<file path="src/pkg/amx_pkg.sv">
// Purpose: shared constants and types of the eight-line serial mux block
// Assumes: 16-bit registers in the low half of the 32-bit apb data word
// Notes: register offsets are the low three bus address bits
package amx_pkg;
  // ==================================================================
  // address decode
  localparam int ADDR_W = 18;
  localparam logic [4:0] HIGH_PAGE = 5'h1F;
  localparam logic [2:0] OFS_CSR = 3'h0;
  localparam logic [2:0] OFS_RECEIVE_FIFO_OUTPUT_REGISTER = 3'h2;
  localparam logic [2:0] OFS_TCR = 3'h4;
  localparam logic [2:0] OFS_MSR = 3'h6;
  // ==================================================================
  // control-status field positions
  localparam int CSR_MAINT = 3;
  localparam int CSR_SCAN = 5;
  localparam int CSR_RIE = 6;
  localparam int CSR_SAE = 12;
  localparam int CSR_TIE = 14;
  localparam logic [15:0] CSR_RESET = 16'h0000;
  localparam logic [7:0] TCR_RESET = 8'h00;
  // ==================================================================
  // receive store
  localparam int FIFO_DEPTH = 64;
  localparam int ALARM_COUNT = 16;
  // ==================================================================
  // scanner timing
  localparam int SYS_KHZ = 40000;
  localparam int MASTER_KHZ = 5068;
  localparam logic [2:0] PHASE_DIV = 3'h5;
  localparam int SLOT_NS = 4000;
  localparam int SLOT_CYC = SLOT_NS * SYS_KHZ / 1000000;
  // ==================================================================
  // vectors
  localparam logic [8:0] VEC_TX_OFS = 9'h004;
  // ==================================================================
  // receive store entry
  typedef struct packed {
    logic [2:0] line;
    logic [7:0] data;
  } amx_rx_entry_t;
endpackage

</file>
<file path="src/amx_mux.sv">
// Purpose: bus side, scanner and receive store of an 8-line serial mux
// Assumes: per-line serializers and deserializers sit outside this block
// Notes: registers reached over apb; paddr is the 18-bit bus address
`timescale 1ns/1ps
module amx_mux
  import amx_pkg::*;
#(
  parameter int DEPTH = FIFO_DEPTH,
  parameter int ALARM = ALARM_COUNT
) (
  // clock and reset
  input wire logic clk,
  input wire logic resetn,
  // apb slave
  input wire logic psel,
  input wire logic penable,
  input wire logic pwrite,
  input wire logic [ADDR_W-1:0] paddr,
  input wire logic [31:0] pwdata,
  input wire logic [3:0] pstrb,
  output logic [31:0] prdata,
  output logic pready,
  output logic pslverr,
  // configuration switches
  input wire logic [9:0] base_sw,
  input wire logic [5:0] vector_sw,
  // interrupt dialogue
  output logic receive_interrupt_request,
  output logic transmit_interrupt_request,
  input wire logic grant_in,
  output logic grant_out,
  output logic vec_valid,
  output logic [15:0] vec_data,
  // scanner
  output logic [2:0] line_select,
  // receive side of the line deserializers
  input wire logic [7:0] data_available_flag,
  input wire logic [7:0][7:0] rx_word,
  output logic [7:0] reset_data_available,
  // transmit side of the line serializers
  input wire logic [7:0] tx_buffer_empty,
  output logic [7:0] tx_load,
  output logic [7:0] tx_char,
  // serial streams
  input wire logic [7:0] tx_serial_in,
  output logic [7:0] line_tx_out,
  input wire logic [7:0] line_rx_in,
  output logic [7:0] deser_rx_in,
  // modem leads
  input wire logic [7:0] ring_indicate_input,
  input wire logic [7:0] carrier_input,
  output logic [7:0] dtr_out
);
  localparam int PW = $clog2(DEPTH);
  localparam int CW = $clog2(DEPTH + 1);

  typedef enum logic [1:0] {PH1, PH2, PH3, PH4} amx_phase_t;

  logic [15:0] acc_ff;
  logic [2:0] div_ff;
  amx_phase_t phase_ff;
  logic [2:0] line_ff;
  logic master_tick;
  logic phase_tick;
  logic shi_ff;
  logic [7:0] rda_ff;
  logic maint_ff, scan_ff, rie_ff, sae_ff, tie_ff;
  logic sa_ff;
  logic [CW-1:0] alarm_cnt_ff;
  logic transmit_ready_flag_ff;
  logic [2:0] tline_ff;
  logic [7:0] line_en_ff, dtr_ff, break_ff;
  logic [7:0] tx_load_ff, tx_char_ff;
  amx_rx_entry_t mem [DEPTH];
  logic [PW-1:0] wr_ptr_ff, rd_ptr_ff;
  logic [CW-1:0] count_ff;
  logic [15:0] out_ff;
  logic vec_valid_ff, grant_prev_ff, pop_ok_ff;
  logic hit, setup, access, wr_acc, rd_acc;
  logic fifo_full, fifo_empty, push, pop;
  logic rx_req, tx_req, vec_take;
  logic [15:0] rd_mux;
  logic [8:0] rx_vec;

  // ==================================================================
  // address decode and apb handshake
  assign hit = (paddr[17:13] == HIGH_PAGE)
             && (paddr[12:3] == base_sw)
             && !paddr[0];
  assign setup = psel && !penable;
  assign access = psel && penable;
  assign wr_acc = access && hit && pwrite;
  assign rd_acc = access && hit && !pwrite;
  assign pready = access;
  assign pslverr = access && !hit;
  assign prdata = {16'h0000, out_ff};

  // ==================================================================
  // master clock, divider and phase generator
  // fractional accumulator stands in for the free-running master
  always_ff @(posedge clk or negedge resetn) begin
    if (!resetn) begin
      acc_ff <= 16'h0000;
    end else if (master_tick) begin
      acc_ff <= 16'(acc_ff + MASTER_KHZ - SYS_KHZ);
    end else begin
      acc_ff <= 16'(acc_ff + MASTER_KHZ);
    end
  end
  assign master_tick = (32'(acc_ff) + MASTER_KHZ) >= SYS_KHZ;

  always_ff @(posedge clk or negedge resetn) begin
    if (!resetn) begin
      div_ff <= 3'h0;
    end else if (master_tick) begin
      div_ff <= (div_ff == PHASE_DIV - 3'h1) ? 3'h0 : div_ff + 3'h1;
    end
  end
  assign phase_tick = master_tick && (div_ff == PHASE_DIV - 3'h1);

  always_ff @(posedge clk or negedge resetn) begin
    if (!resetn) begin
      phase_ff <= PH1;
      line_ff <= 3'h0;
    end else if (phase_tick) begin
      phase_ff <= amx_phase_t'(phase_ff + 2'h1);
      if (phase_ff == PH4) begin
        line_ff <= line_ff + 3'h1;
      end
    end
  end
  assign line_select = line_ff;

  // ==================================================================
  // receive transfer: sample and store at the end of phase 1, reset data available at phase 2
  assign fifo_full = (count_ff == CW'(DEPTH));
  assign fifo_empty = (count_ff == '0);
  assign push = phase_tick && (phase_ff == PH1) && scan_ff
             && data_available_flag[line_ff] && !fifo_full;
  assign pop = rd_acc && (paddr[2:0] == OFS_RECEIVE_FIFO_OUTPUT_REGISTER) && pop_ok_ff;

  always_ff @(posedge clk or negedge resetn) begin
    if (!resetn) begin
      shi_ff <= 1'b0;
      rda_ff <= 8'h00;
    end else begin
      rda_ff <= 8'h00;
      if (push) begin
        shi_ff <= 1'b1;
      end else if (phase_tick && phase_ff == PH2) begin
        shi_ff <= 1'b0;
        if (shi_ff) begin
          rda_ff[line_ff] <= 1'b1;
        end
      end
    end
  end
  assign reset_data_available = rda_ff;

  // ==================================================================
  // receive store; a ring buffer behaves as a shift-down silo
  always_ff @(posedge clk) begin
    if (push) begin
      mem[wr_ptr_ff] <= '{line: line_ff, data: rx_word[line_ff]};
    end
  end

  always_ff @(posedge clk or negedge resetn) begin
    if (!resetn) begin
      wr_ptr_ff <= '0;
      rd_ptr_ff <= '0;
      count_ff <= '0;
    end else begin
      if (push) begin
        wr_ptr_ff <= PW'(wr_ptr_ff + 1'b1);
      end
      if (pop) begin
        rd_ptr_ff <= PW'(rd_ptr_ff + 1'b1);
      end
      count_ff <= CW'(count_ff + push - pop);
    end
  end

  // alarm counts arrivals since the last buffer read
  always_ff @(posedge clk or negedge resetn) begin
    if (!resetn) begin
      alarm_cnt_ff <= '0;
      sa_ff <= 1'b0;
    end else begin
      if (rd_acc && paddr[2:0] == OFS_RECEIVE_FIFO_OUTPUT_REGISTER) begin
        alarm_cnt_ff <= CW'(push);
      end else if (push && alarm_cnt_ff != CW'(ALARM)) begin
        alarm_cnt_ff <= CW'(alarm_cnt_ff + 1'b1);
      end
      // a fresh alarm wins over the clearing read
      if (push && sae_ff && alarm_cnt_ff == CW'(ALARM - 1)) begin
        sa_ff <= 1'b1;
      end else if (rd_acc && paddr[2:0] == OFS_RECEIVE_FIFO_OUTPUT_REGISTER) begin
        sa_ff <= 1'b0;
      end
    end
  end

  // ==================================================================
  // control, line enable, dtr and break registers
  always_ff @(posedge clk or negedge resetn) begin
    if (!resetn) begin
      {tie_ff, sae_ff} <= {CSR_RESET[CSR_TIE], CSR_RESET[CSR_SAE]};
      {rie_ff, scan_ff, maint_ff} <= 3'b000;
      line_en_ff <= TCR_RESET;
      dtr_ff <= 8'h00;
      break_ff <= 8'h00;
    end else if (wr_acc) begin
      unique case (paddr[2:0])
        OFS_CSR: begin
          if (pstrb[0]) begin
            maint_ff <= pwdata[CSR_MAINT];
            scan_ff <= pwdata[CSR_SCAN];
            rie_ff <= pwdata[CSR_RIE];
          end
          if (pstrb[1]) begin
            sae_ff <= pwdata[CSR_SAE];
            tie_ff <= pwdata[CSR_TIE];
          end
        end
        OFS_TCR: begin
          if (pstrb[0]) begin
            line_en_ff <= pwdata[7:0];
          end
          if (pstrb[1]) begin
            dtr_ff <= pwdata[15:8];
          end
        end
        OFS_MSR: begin
          if (pstrb[1]) begin
            break_ff <= pwdata[15:8];
          end
        end
        default: begin
        end
      endcase
    end
  end

  // ==================================================================
  // transmit scan and holding register
  // tline freezes while ready so the host loads the right line
  always_ff @(posedge clk or negedge resetn) begin
    if (!resetn) begin
      transmit_ready_flag_ff <= 1'b0;
      tline_ff <= 3'h0;
      tx_load_ff <= 8'h00;
      tx_char_ff <= 8'h00;
    end else begin
      tx_load_ff <= 8'h00;
      if (transmit_ready_flag_ff && wr_acc && paddr[2:0] == OFS_MSR && pstrb[0]) begin
        tx_load_ff[tline_ff] <= 1'b1;
        tx_char_ff <= pwdata[7:0];
        transmit_ready_flag_ff <= 1'b0;
      end else if (!transmit_ready_flag_ff && phase_tick && phase_ff == PH1 && scan_ff
                   && line_en_ff[line_ff] && tx_buffer_empty[line_ff]) begin
        transmit_ready_flag_ff <= 1'b1;
        tline_ff <= line_ff;
      end
    end
  end
  assign tx_load = tx_load_ff;
  assign tx_char = tx_char_ff;

  // ==================================================================
  // serial paths and modem leads
  generate
    for (genvar i = 0; i < 8; i++) begin : g_line
      assign line_tx_out[i] = !break_ff[i] && tx_serial_in[i];
      assign deser_rx_in[i] = maint_ff ? tx_serial_in[i] : line_rx_in[i];
    end
  endgenerate
  assign dtr_out = dtr_ff;

  // ==================================================================
  // interrupts and shared output selector
  assign rx_req = rie_ff && (sae_ff ? sa_ff : !fifo_empty);
  assign tx_req = tie_ff && transmit_ready_flag_ff;
  assign receive_interrupt_request = rx_req;
  assign transmit_interrupt_request = tx_req;
  assign grant_out = grant_in && !rx_req && !tx_req;
  assign vec_take = grant_in && !grant_prev_ff && !psel && (rx_req || tx_req);
  assign rx_vec = {vector_sw, 3'b000};

  always_comb begin
    unique case (paddr[2:0])
      OFS_CSR: rd_mux = {transmit_ready_flag_ff, tie_ff, sa_ff, sae_ff, 1'b0, tline_ff,
                         !fifo_empty, rie_ff, scan_ff, 1'b0, maint_ff, 3'h0};
      OFS_RECEIVE_FIFO_OUTPUT_REGISTER: rd_mux = fifo_empty ? 16'h0000 :
                  {1'b1, 4'h0, mem[rd_ptr_ff].line, mem[rd_ptr_ff].data};
      OFS_TCR: rd_mux = {dtr_ff, line_en_ff};
      OFS_MSR: rd_mux = {carrier_input, ring_indicate_input};
      default: rd_mux = 16'h0000;
    endcase
  end

  always_ff @(posedge clk or negedge resetn) begin
    if (!resetn) begin
      out_ff <= 16'h0000;
      vec_valid_ff <= 1'b0;
      grant_prev_ff <= 1'b0;
      pop_ok_ff <= 1'b0;
    end else begin
      grant_prev_ff <= grant_in;
      vec_valid_ff <= vec_take;
      if (setup) begin
        out_ff <= (hit && !pwrite) ? rd_mux : 16'h0000;
        // pop only what setup showed, else a late arrival is lost
        pop_ok_ff <= hit && !pwrite && paddr[2:0] == OFS_RECEIVE_FIFO_OUTPUT_REGISTER
                     && !fifo_empty;
      end else if (vec_take) begin
        out_ff <= {7'h00, rx_req ? rx_vec : rx_vec + VEC_TX_OFS};
      end
    end
  end
  assign vec_valid = vec_valid_ff;
  assign vec_data = out_ff;

  // ==================================================================
  // checks
  property p_store_bound;
    @(posedge clk) disable iff (!resetn) count_ff <= CW'(DEPTH);
  endproperty
  a_store_bound: assert property (p_store_bound)
    else $error("receive store over capacity");

  property p_read_advances;
    @(posedge clk) disable iff (!resetn)
      pop && !push |=> count_ff == $past(count_ff) - 1'b1;
  endproperty
  a_read_advances: assert property (p_read_advances)
    else $error("buffer read did not advance store");

  property p_fill_while_drain;
    @(posedge clk) disable iff (!resetn)
      pop && push |=> count_ff == $past(count_ff);
  endproperty
  a_fill_while_drain: assert property (p_fill_while_drain)
    else $error("arrival lost during read");

  property p_select;
    @(posedge clk) disable iff (!resetn)
      access && (paddr[17:13] != HIGH_PAGE || paddr[12:3] != base_sw)
      |-> pslverr;
  endproperty
  a_select: assert property (p_select)
    else $error("unselected address accepted");

  property p_tcr_read;
    @(posedge clk) disable iff (!resetn)
      setup && hit && !pwrite && paddr[2:0] == OFS_TCR
      |=> prdata[15:0] == $past({dtr_ff, line_en_ff});
  endproperty
  a_tcr_read: assert property (p_tcr_read)
    else $error("wrong register on read");

  property p_vector;
    @(posedge clk) disable iff (!resetn)
      vec_take |=> vec_valid && vec_data[8:0] ==
        ($past(rx_req) ? $past(rx_vec) : $past(rx_vec) + VEC_TX_OFS);
  endproperty
  a_vector: assert property (p_vector)
    else $error("wrong interrupt vector");

  property p_chain;
    @(posedge clk) disable iff (!resetn)
      (rx_req || tx_req) |-> !grant_out;
  endproperty
  a_chain: assert property (p_chain)
    else $error("grant passed on while requesting");

  property p_line_step;
    @(posedge clk) disable iff (!resetn)
      $changed(line_ff) |-> $past(div_ff) == PHASE_DIV - 3'h1
        && phase_ff == PH1 && line_ff == $past(line_ff) + 3'h1;
  endproperty
  a_line_step: assert property (p_line_step)
    else $error("line counter stepped off phase 1");

  property p_break;
    @(posedge clk) disable iff (!resetn)
      (break_ff != 8'h00) |-> (line_tx_out & break_ff) == 8'h00;
  endproperty
  a_break: assert property (p_break)
    else $error("break line not at space");

  property p_full_hold;
    @(posedge clk) disable iff (!resetn)
      fifo_full && !pop |=> count_ff == CW'(DEPTH);
  endproperty
  a_full_hold: assert property (p_full_hold)
    else $error("push into full store");
endmodule

</file>
<file path="config.mk">
export PLATFORM = sky130hd
export DESIGN_NAME = amx_mux
export DESIGN_NICKNAME = d
export VERILOG_FILES = /design/src/pkg/amx_pkg.sv /design/src/amx_mux.sv
export SDC_FILE = /design/constraint.sdc
export NUM_CORES = 1
export LEC_CHECK = 0
export BUFFER_PORTS_ARGS = -buffer_cell sky130_fd_sc_hd__buf_2
export CORE_MARGIN = 3
export CORE_UTILIZATION = 40
export DETAILED_ROUTE_END_ITERATION = 6
export HOLD_SLACK_MARGIN = 0.15
export PLACE_DENSITY_LB_ADDON = 0.3
export SYNTH_ARGS = -nofsm -noshare
export SYNTH_HDL_FRONTEND = slang
export SYNTH_SLANG_ARGS = --single-unit
</file>
<file path="constraint.sdc">
create_clock -name clk -period 9.54 [get_ports clk]
set_input_delay 1.908 -clock clk [delete_from_list [all_inputs] [get_ports clk]]
set_output_delay 1.908 -clock clk [all_outputs]
set_load 0.1 [all_outputs]
</file>
### Word-level counts from Yosys, hierarchy flattened

Memory sizes are Yosys's and may differ from the RTL's.
Cells that the tools add are included.

* bits in registers: 128
* memory bits (writable): 704
* input port bits: 188
* output and inout bits: 105
* word-level logic and storage cells: 181
* memories kept: 1

* add/sub/neg operators: 11
* magnitude comparators: 5
* eq/ne operators: 11
* mux-type cells: 43
* bitwise gates (word level): 1
* reductions and logical operators: 82

Memory list
* mem: depth 64, bits a word 11, read ports 1, clocked after Yosys merged registers in 0, write ports 1, line amx_mux.sv:74 `amx_rx_entry_t mem [DEPTH];`

Operators by type and width (number)
* $mux W16: 5
* $pmux W16 S4: 1
* $logic_and A1 B1 Y1: 47
* $mux W8: 5
* $bmux W8 S3: 1
* $mux W1: 22
* $logic_not A1 Y1: 19
* $add A16 B13 Y17 const B: 1
* $ge A17 B16 Y1 const B: 1
* $sub A16 B16 Y16 const B: 1
* $reduce_and A3 Y1: 5
* $mux W7: 2
* $add A6 B1 Y6 const B: 2
* $eq A10 B10 Y1: 1
* $reduce_bool A2 Y1: 5
* $add A9 B3 Y9 const B: 1
* $bmux W1 S3: 3
* $eq A3 B3 Y1 const B: 3
* $mux W9: 1
* $lt A3 B4 Y1 const B: 2
* $add A7 B1 Y7: 1
* $add A7 B1 Y7 const B: 1
* $eq A7 B4 Y1 const B: 1
* $eq A7 B7 Y1 const B: 1
* 17 further kinds: 21

### Depth between registers and ports, before layout

* word-level depth: 10
* mapped depth: 27
* mapped depth without buffers: 24

### Worst setup path after synthesis

OpenSTA, ideal clock, no wires.

* kind: input-to-output
* start: input port penable
* end: output port pslverr
* data arrival time: 3568 ps
* required time: 7632 ps
* path slack: 4064 ps
* stages on the path: 2
* cell sequence: and2_1 > and2_1

* word-level cells in the longest chain between the ends: 2

Ends and longest elaborated chain
* start: declaration: line amx_mux.sv:16 `input wire logic penable,`
* $logic_and A1 B1 Y1: line amx_mux.sv:91 `assign access = psel && penable;`
* $logic_and A1 B1 Y1: line amx_mux.sv:95 `assign pslverr = access && !hit;`
* end: declaration: line amx_mux.sv:23 `output logic pslverr,`

Every way passes these cells.

### Final worst setup path

* start: register acc_ff[2]
* end: memory mem[62][3] (netlist name), enable pin

* word-level cells in the longest chain between the ends: 9

Ends and longest elaborated chain
* start: declaration: line amx_mux.sv:59 `logic [15:0] acc_ff;`
* start signal: assignment: line amx_mux.sv:105 `acc_ff <= 16'(acc_ff + MASTER_KHZ - SYS_KHZ);`
* start signal: assignment: line amx_mux.sv:107 `acc_ff <= 16'(acc_ff + MASTER_KHZ);`
* $add A16 B13 Y17: line amx_mux.sv:110 `assign master_tick = (32'(acc_ff) + MASTER_KHZ) >= SYS_KHZ;`
* $ge A17 B16 Y1: line amx_mux.sv:110
* $logic_and A1 B1 Y1: line amx_mux.sv:119 `assign phase_tick = master_tick && (div_ff == PHASE_DIV - 3'h1);`
* $logic_and A1 B1 Y1 (2 in a row): line amx_mux.sv:138 `assign push = phase_tick && (phase_ff == PH1) && scan_ff`
* $logic_and A1 B1 Y1 (2 in a row): line amx_mux.sv:139 `&& data_available_flag[line_ff] && !fifo_full;`
* $mux W1: line amx_mux.sv:163 `if (push) begin`
* $mux W1 (not written as such): line amx_mux.sv:164 `mem[wr_ptr_ff] <= '{line: line_ff, data: rx_word[line_ff]};`
* end: declaration: line amx_mux.sv:74

Every way passes these cells.

==> flow_summary.ini <==
[run_status]
outcome = complete, no violations

[detailed_routing]
via_per_inst = 5.50
drt-pass1-iter-count = 5
post-route-drc-count = 0
num_vias = 18000
drt_iter0_drc = 1400
wl_mm = 87.3
ant_nets = 0
wl_per_cell_microns = 26.7

[critical_path]
reg2reg_slack_ps = 3850
crit_path_end_kind = flip-flop
crit_fanout = 13
cp_data_arrival_time_ps = 5920
r2r_start = acc_ff[2]$_DFF_PN0_
cp.required_ps = 9770
startpoint_type = flip-flop
timing.rr.end = mem[62][3]$_DFFE_PP_
critPathKind = flip-flop to flip-flop
worstRegToRegCells = 13

[floorplanning]
die_area_sq_um = 89600
die_w_microns = 299
design.core.area_sq_um = 84500
initial_utilization_pct = 40.7
fp.dieH_microns = 299
io_pins = 293
rows = 106

[sta]
hold_viol = 0
tns_ps = 0
rsz0062_at_grt = false
period_share_pct = 59.6
setup-violations-final = 0
fin_hold_ws_ps = 469
slew_headroom_pct = 14.4
worst_slack_ps = 3850
maxSlewViolCount = 0
tightest_slew_ps = 1280
fin_skew_ps = 16.6
max_freq_mhz = 176
period_minus_slack_ps = 5690

[yosys]
yosysUniqueCellTypes = 61
ys_seq_elements = 830
synthArstFlopShare_pct = 15.2
synth_area_sq_um = 34400
synthCells = 1800
syn_area_per_cell_sq_um = 19.1
yosysSeqAreaShare_pct = 70.6
synth-main-ff-cell = edfxtp_1
yosysWarningCount = 0
synth_edf_count = 704

[global_routing]
antenna_found_initial = 7
grt_first_pass_wirelength_mm = 127
grt_pass1_vias = 18500
globalRouteTotalUtil_pct = 19.4
grt_max_degree = 109
overflow = 0

[final_layout]
final_nets = 2270
syn_to_final_growth_pct = 15.2
nFillCells = 7054
layout-drive-gt1-share_pct = 34.6
fin_util_pct = 46.9

[flow_run]
maxCapViolations = 0

[power_and_ir_drop]
finalPower_w = 0.00759
ir_worst_vdd_v = 0.000138
p_leak_nw = 13.9
p_per_area_nw_per_um2 = 191

[cts]
postCtsSetupBuffers = 0
clk_latency_ps = 630
cts_tree = done
cts_hold_buffers = 0
root_buffer = clkbuf_16
clkTransAtPathRegs_ps = 60
cts.sinks = 830
cts_max_level = 3
clk_path_buf_depth = 3
ctsResizeCount = 0
cts_inserted_buffers = 88

[place]
gp_congestion = 0.934
portBuffers = 258
detailedPlacementHpwl_mm = 55.6
dpl_worst_slack_ps = 3520

[worst_hold_path]
holdPathStages = 2
worstHoldStart = tx_char[3]$_DFFE_PN0P_
whs_endpoint = tx_char[3]$_DFFE_PN0P_
hold_path_class = flip-flop to flip-flop
==> registers in the layout, summed over array words and instances, names as in the netlist, 2 cells and up <==
| name | count |
|---|---|
| wr_ptr_ff | 6 |
| rd_ptr_ff | 6 |
| break_ff | 8 |
| acc_ff | 14 |
| count_ff | 7 |
| line_en_ff | 8 |
| reset_data_available | 8 |
| mem | 704 |
| dtr_out | 8 |
| alarm_cnt_ff | 7 |
| div_ff | 3 |
| tline_ff | 3 |
| phase_ff | 2 |
| tx_load | 8 |
| vec_data | 16 |
| line_select | 3 |
| tx_char | 8 |
==> cell families (layout without fill, tap and decap cells) <==
family / Yosys count / after routing / share of synthesized area [%]
compound gates: 104 / 104 / 2.08
fa+ha+maj: 24 / 24 / 0.894
xor+xnor: 49 / 49 / 1.25
mux: 318 / 318 / 18.6
other cells: 1 / 18 / 0.0109
buf+inv: 157 / 474 / 2.11
simple gates: 317 / 317 / 4.52
flops: 830 / 830 / 70.6
==> final cells by class <==
cell class / instances / area (sq um) / area share, %
Clock buffer: 121 / 2480 / 6.26
Inverter: 29 / 109 / 0.274
Tap cell: 1134 / 1420 / 3.58
Timing Repair Buffer: 281 / 1480 / 3.74
Multi-Input combinational cell: 828 / 9450 / 23.8
Clock inverter: 43 / 399 / 1.01
Antenna cell: 2 / 5.00 / 0.0126
Sequential cell: 830 / 24300 / 61.3
==> metal layers <==
metal | share of wire (%) | global-route usage (%) | routed length, microns
met1 | 39 | 24.3 | 34100
met2 | 50 | 32.8 | 43600
met3 | 7.5 | 4.77 | 6520
met4 | 3.5 | 7.39 | 3020
met5 | 0.015 | 0 | 13
==> report_power, final <==
group | total, W | internal [W] | switching [W]
sequential | 0.00394 | 0.00393 | 0.00000835
combinational | 0.000269 | 0.0000562 | 0.000212
clock | 0.00338 | 0.00201 | 0.00137
==> synthesized netlist by cell type, drive strengths merged (3+ instances only) <==
cell type / instances / area share (%)
ha: 23 / 0.84
nand2: 85 / 0.93
inv: 29 / 0.32
a21o: 5 / 0.11
nor2b: 13 / 0.24
buf: 72 / 1.2
nor2: 107 / 1.2
nand4: 5 / 0.091
nor3b: 6 / 0.13
and2: 9 / 0.16
or3: 8 / 0.15
mux2i: 7 / 0.20
or4: 4 / 0.087
nor3: 13 / 0.22
clkbuf: 56 / 0.61
o21ai: 27 / 0.39
a21oi: 22 / 0.32
a31oi: 7 / 0.13
or2: 3 / 0.055
nand2b: 12 / 0.22
mux2: 61 / 2.0
o211ai: 5 / 0.11
nand3b: 7 / 0.15
mux4: 250 / 16
edfxtp: 704 / 61
nand3: 21 / 0.31
xor2: 23 / 0.59
nand4b: 8 / 0.20
a311oi: 3 / 0.076
dfrtp: 126 / 9.2
nor4: 8 / 0.19
a22oi: 3 / 0.065
xnor2: 26 / 0.66
a22o: 15 / 0.38
==> worst max-delay path, cell delays in order, from the launching register on <==
cell,delay [ps]
dfrtp_1,420
inv_1,90
ha_1,250
and3b_1,240
xnor2_1,210
ha_1,190
nand2_1,70
nor3b_1,200
a22oi_1,130
a21oi_1,350
a2111oi_4,180
nor3_4,610
nand4b_1,1090
nor2_1,1270
==> layout by cell type, fill, tap and decap left out, drive strengths merged, types with 22 or more instances in the layout <==
cell type    n
inv         33
ha          23
mux4       250
xor2        23
dfrtp      126
buf        281
nand2       85
xnor2       26
a21oi       22
nor2       107
edfxtp     704
mux2        61
clkbuf     121
o21ai       27
clkinv      31
==> how the worst max path moves through the flow <==
| stage | depth (start not counted) | end | startpoint |
|---|---|---|---|
| floorplan | 2 | pslverr | penable |
| global placement | 7 | mem[62][3]$_DFFE_PP_ | data_available_flag[6] |
| detailed placement | 8 | mem[34][1]$_DFFE_PP_ | data_available_flag[6] |
| CTS | 14 | mem[34][8]$_DFFE_PP_ | acc_ff[2]$_DFF_PN0_ |
| global route | 13 | mem[62][1]$_DFFE_PP_ | acc_ff[2]$_DFF_PN0_ |
| finish | 13 | mem[62][3]$_DFFE_PP_ | acc_ff[2]$_DFF_PN0_ |
==> through the flow <==
step | area (sq um) | instances
global route | 39700 | 3266
detailed placement | 36800 | 3102
global placement | 36800 | 3102
finish | 39700 | 3268
CTS | 39700 | 3266
floorplan | 34500 | 1815
Power figures use the tool's default switching activity.
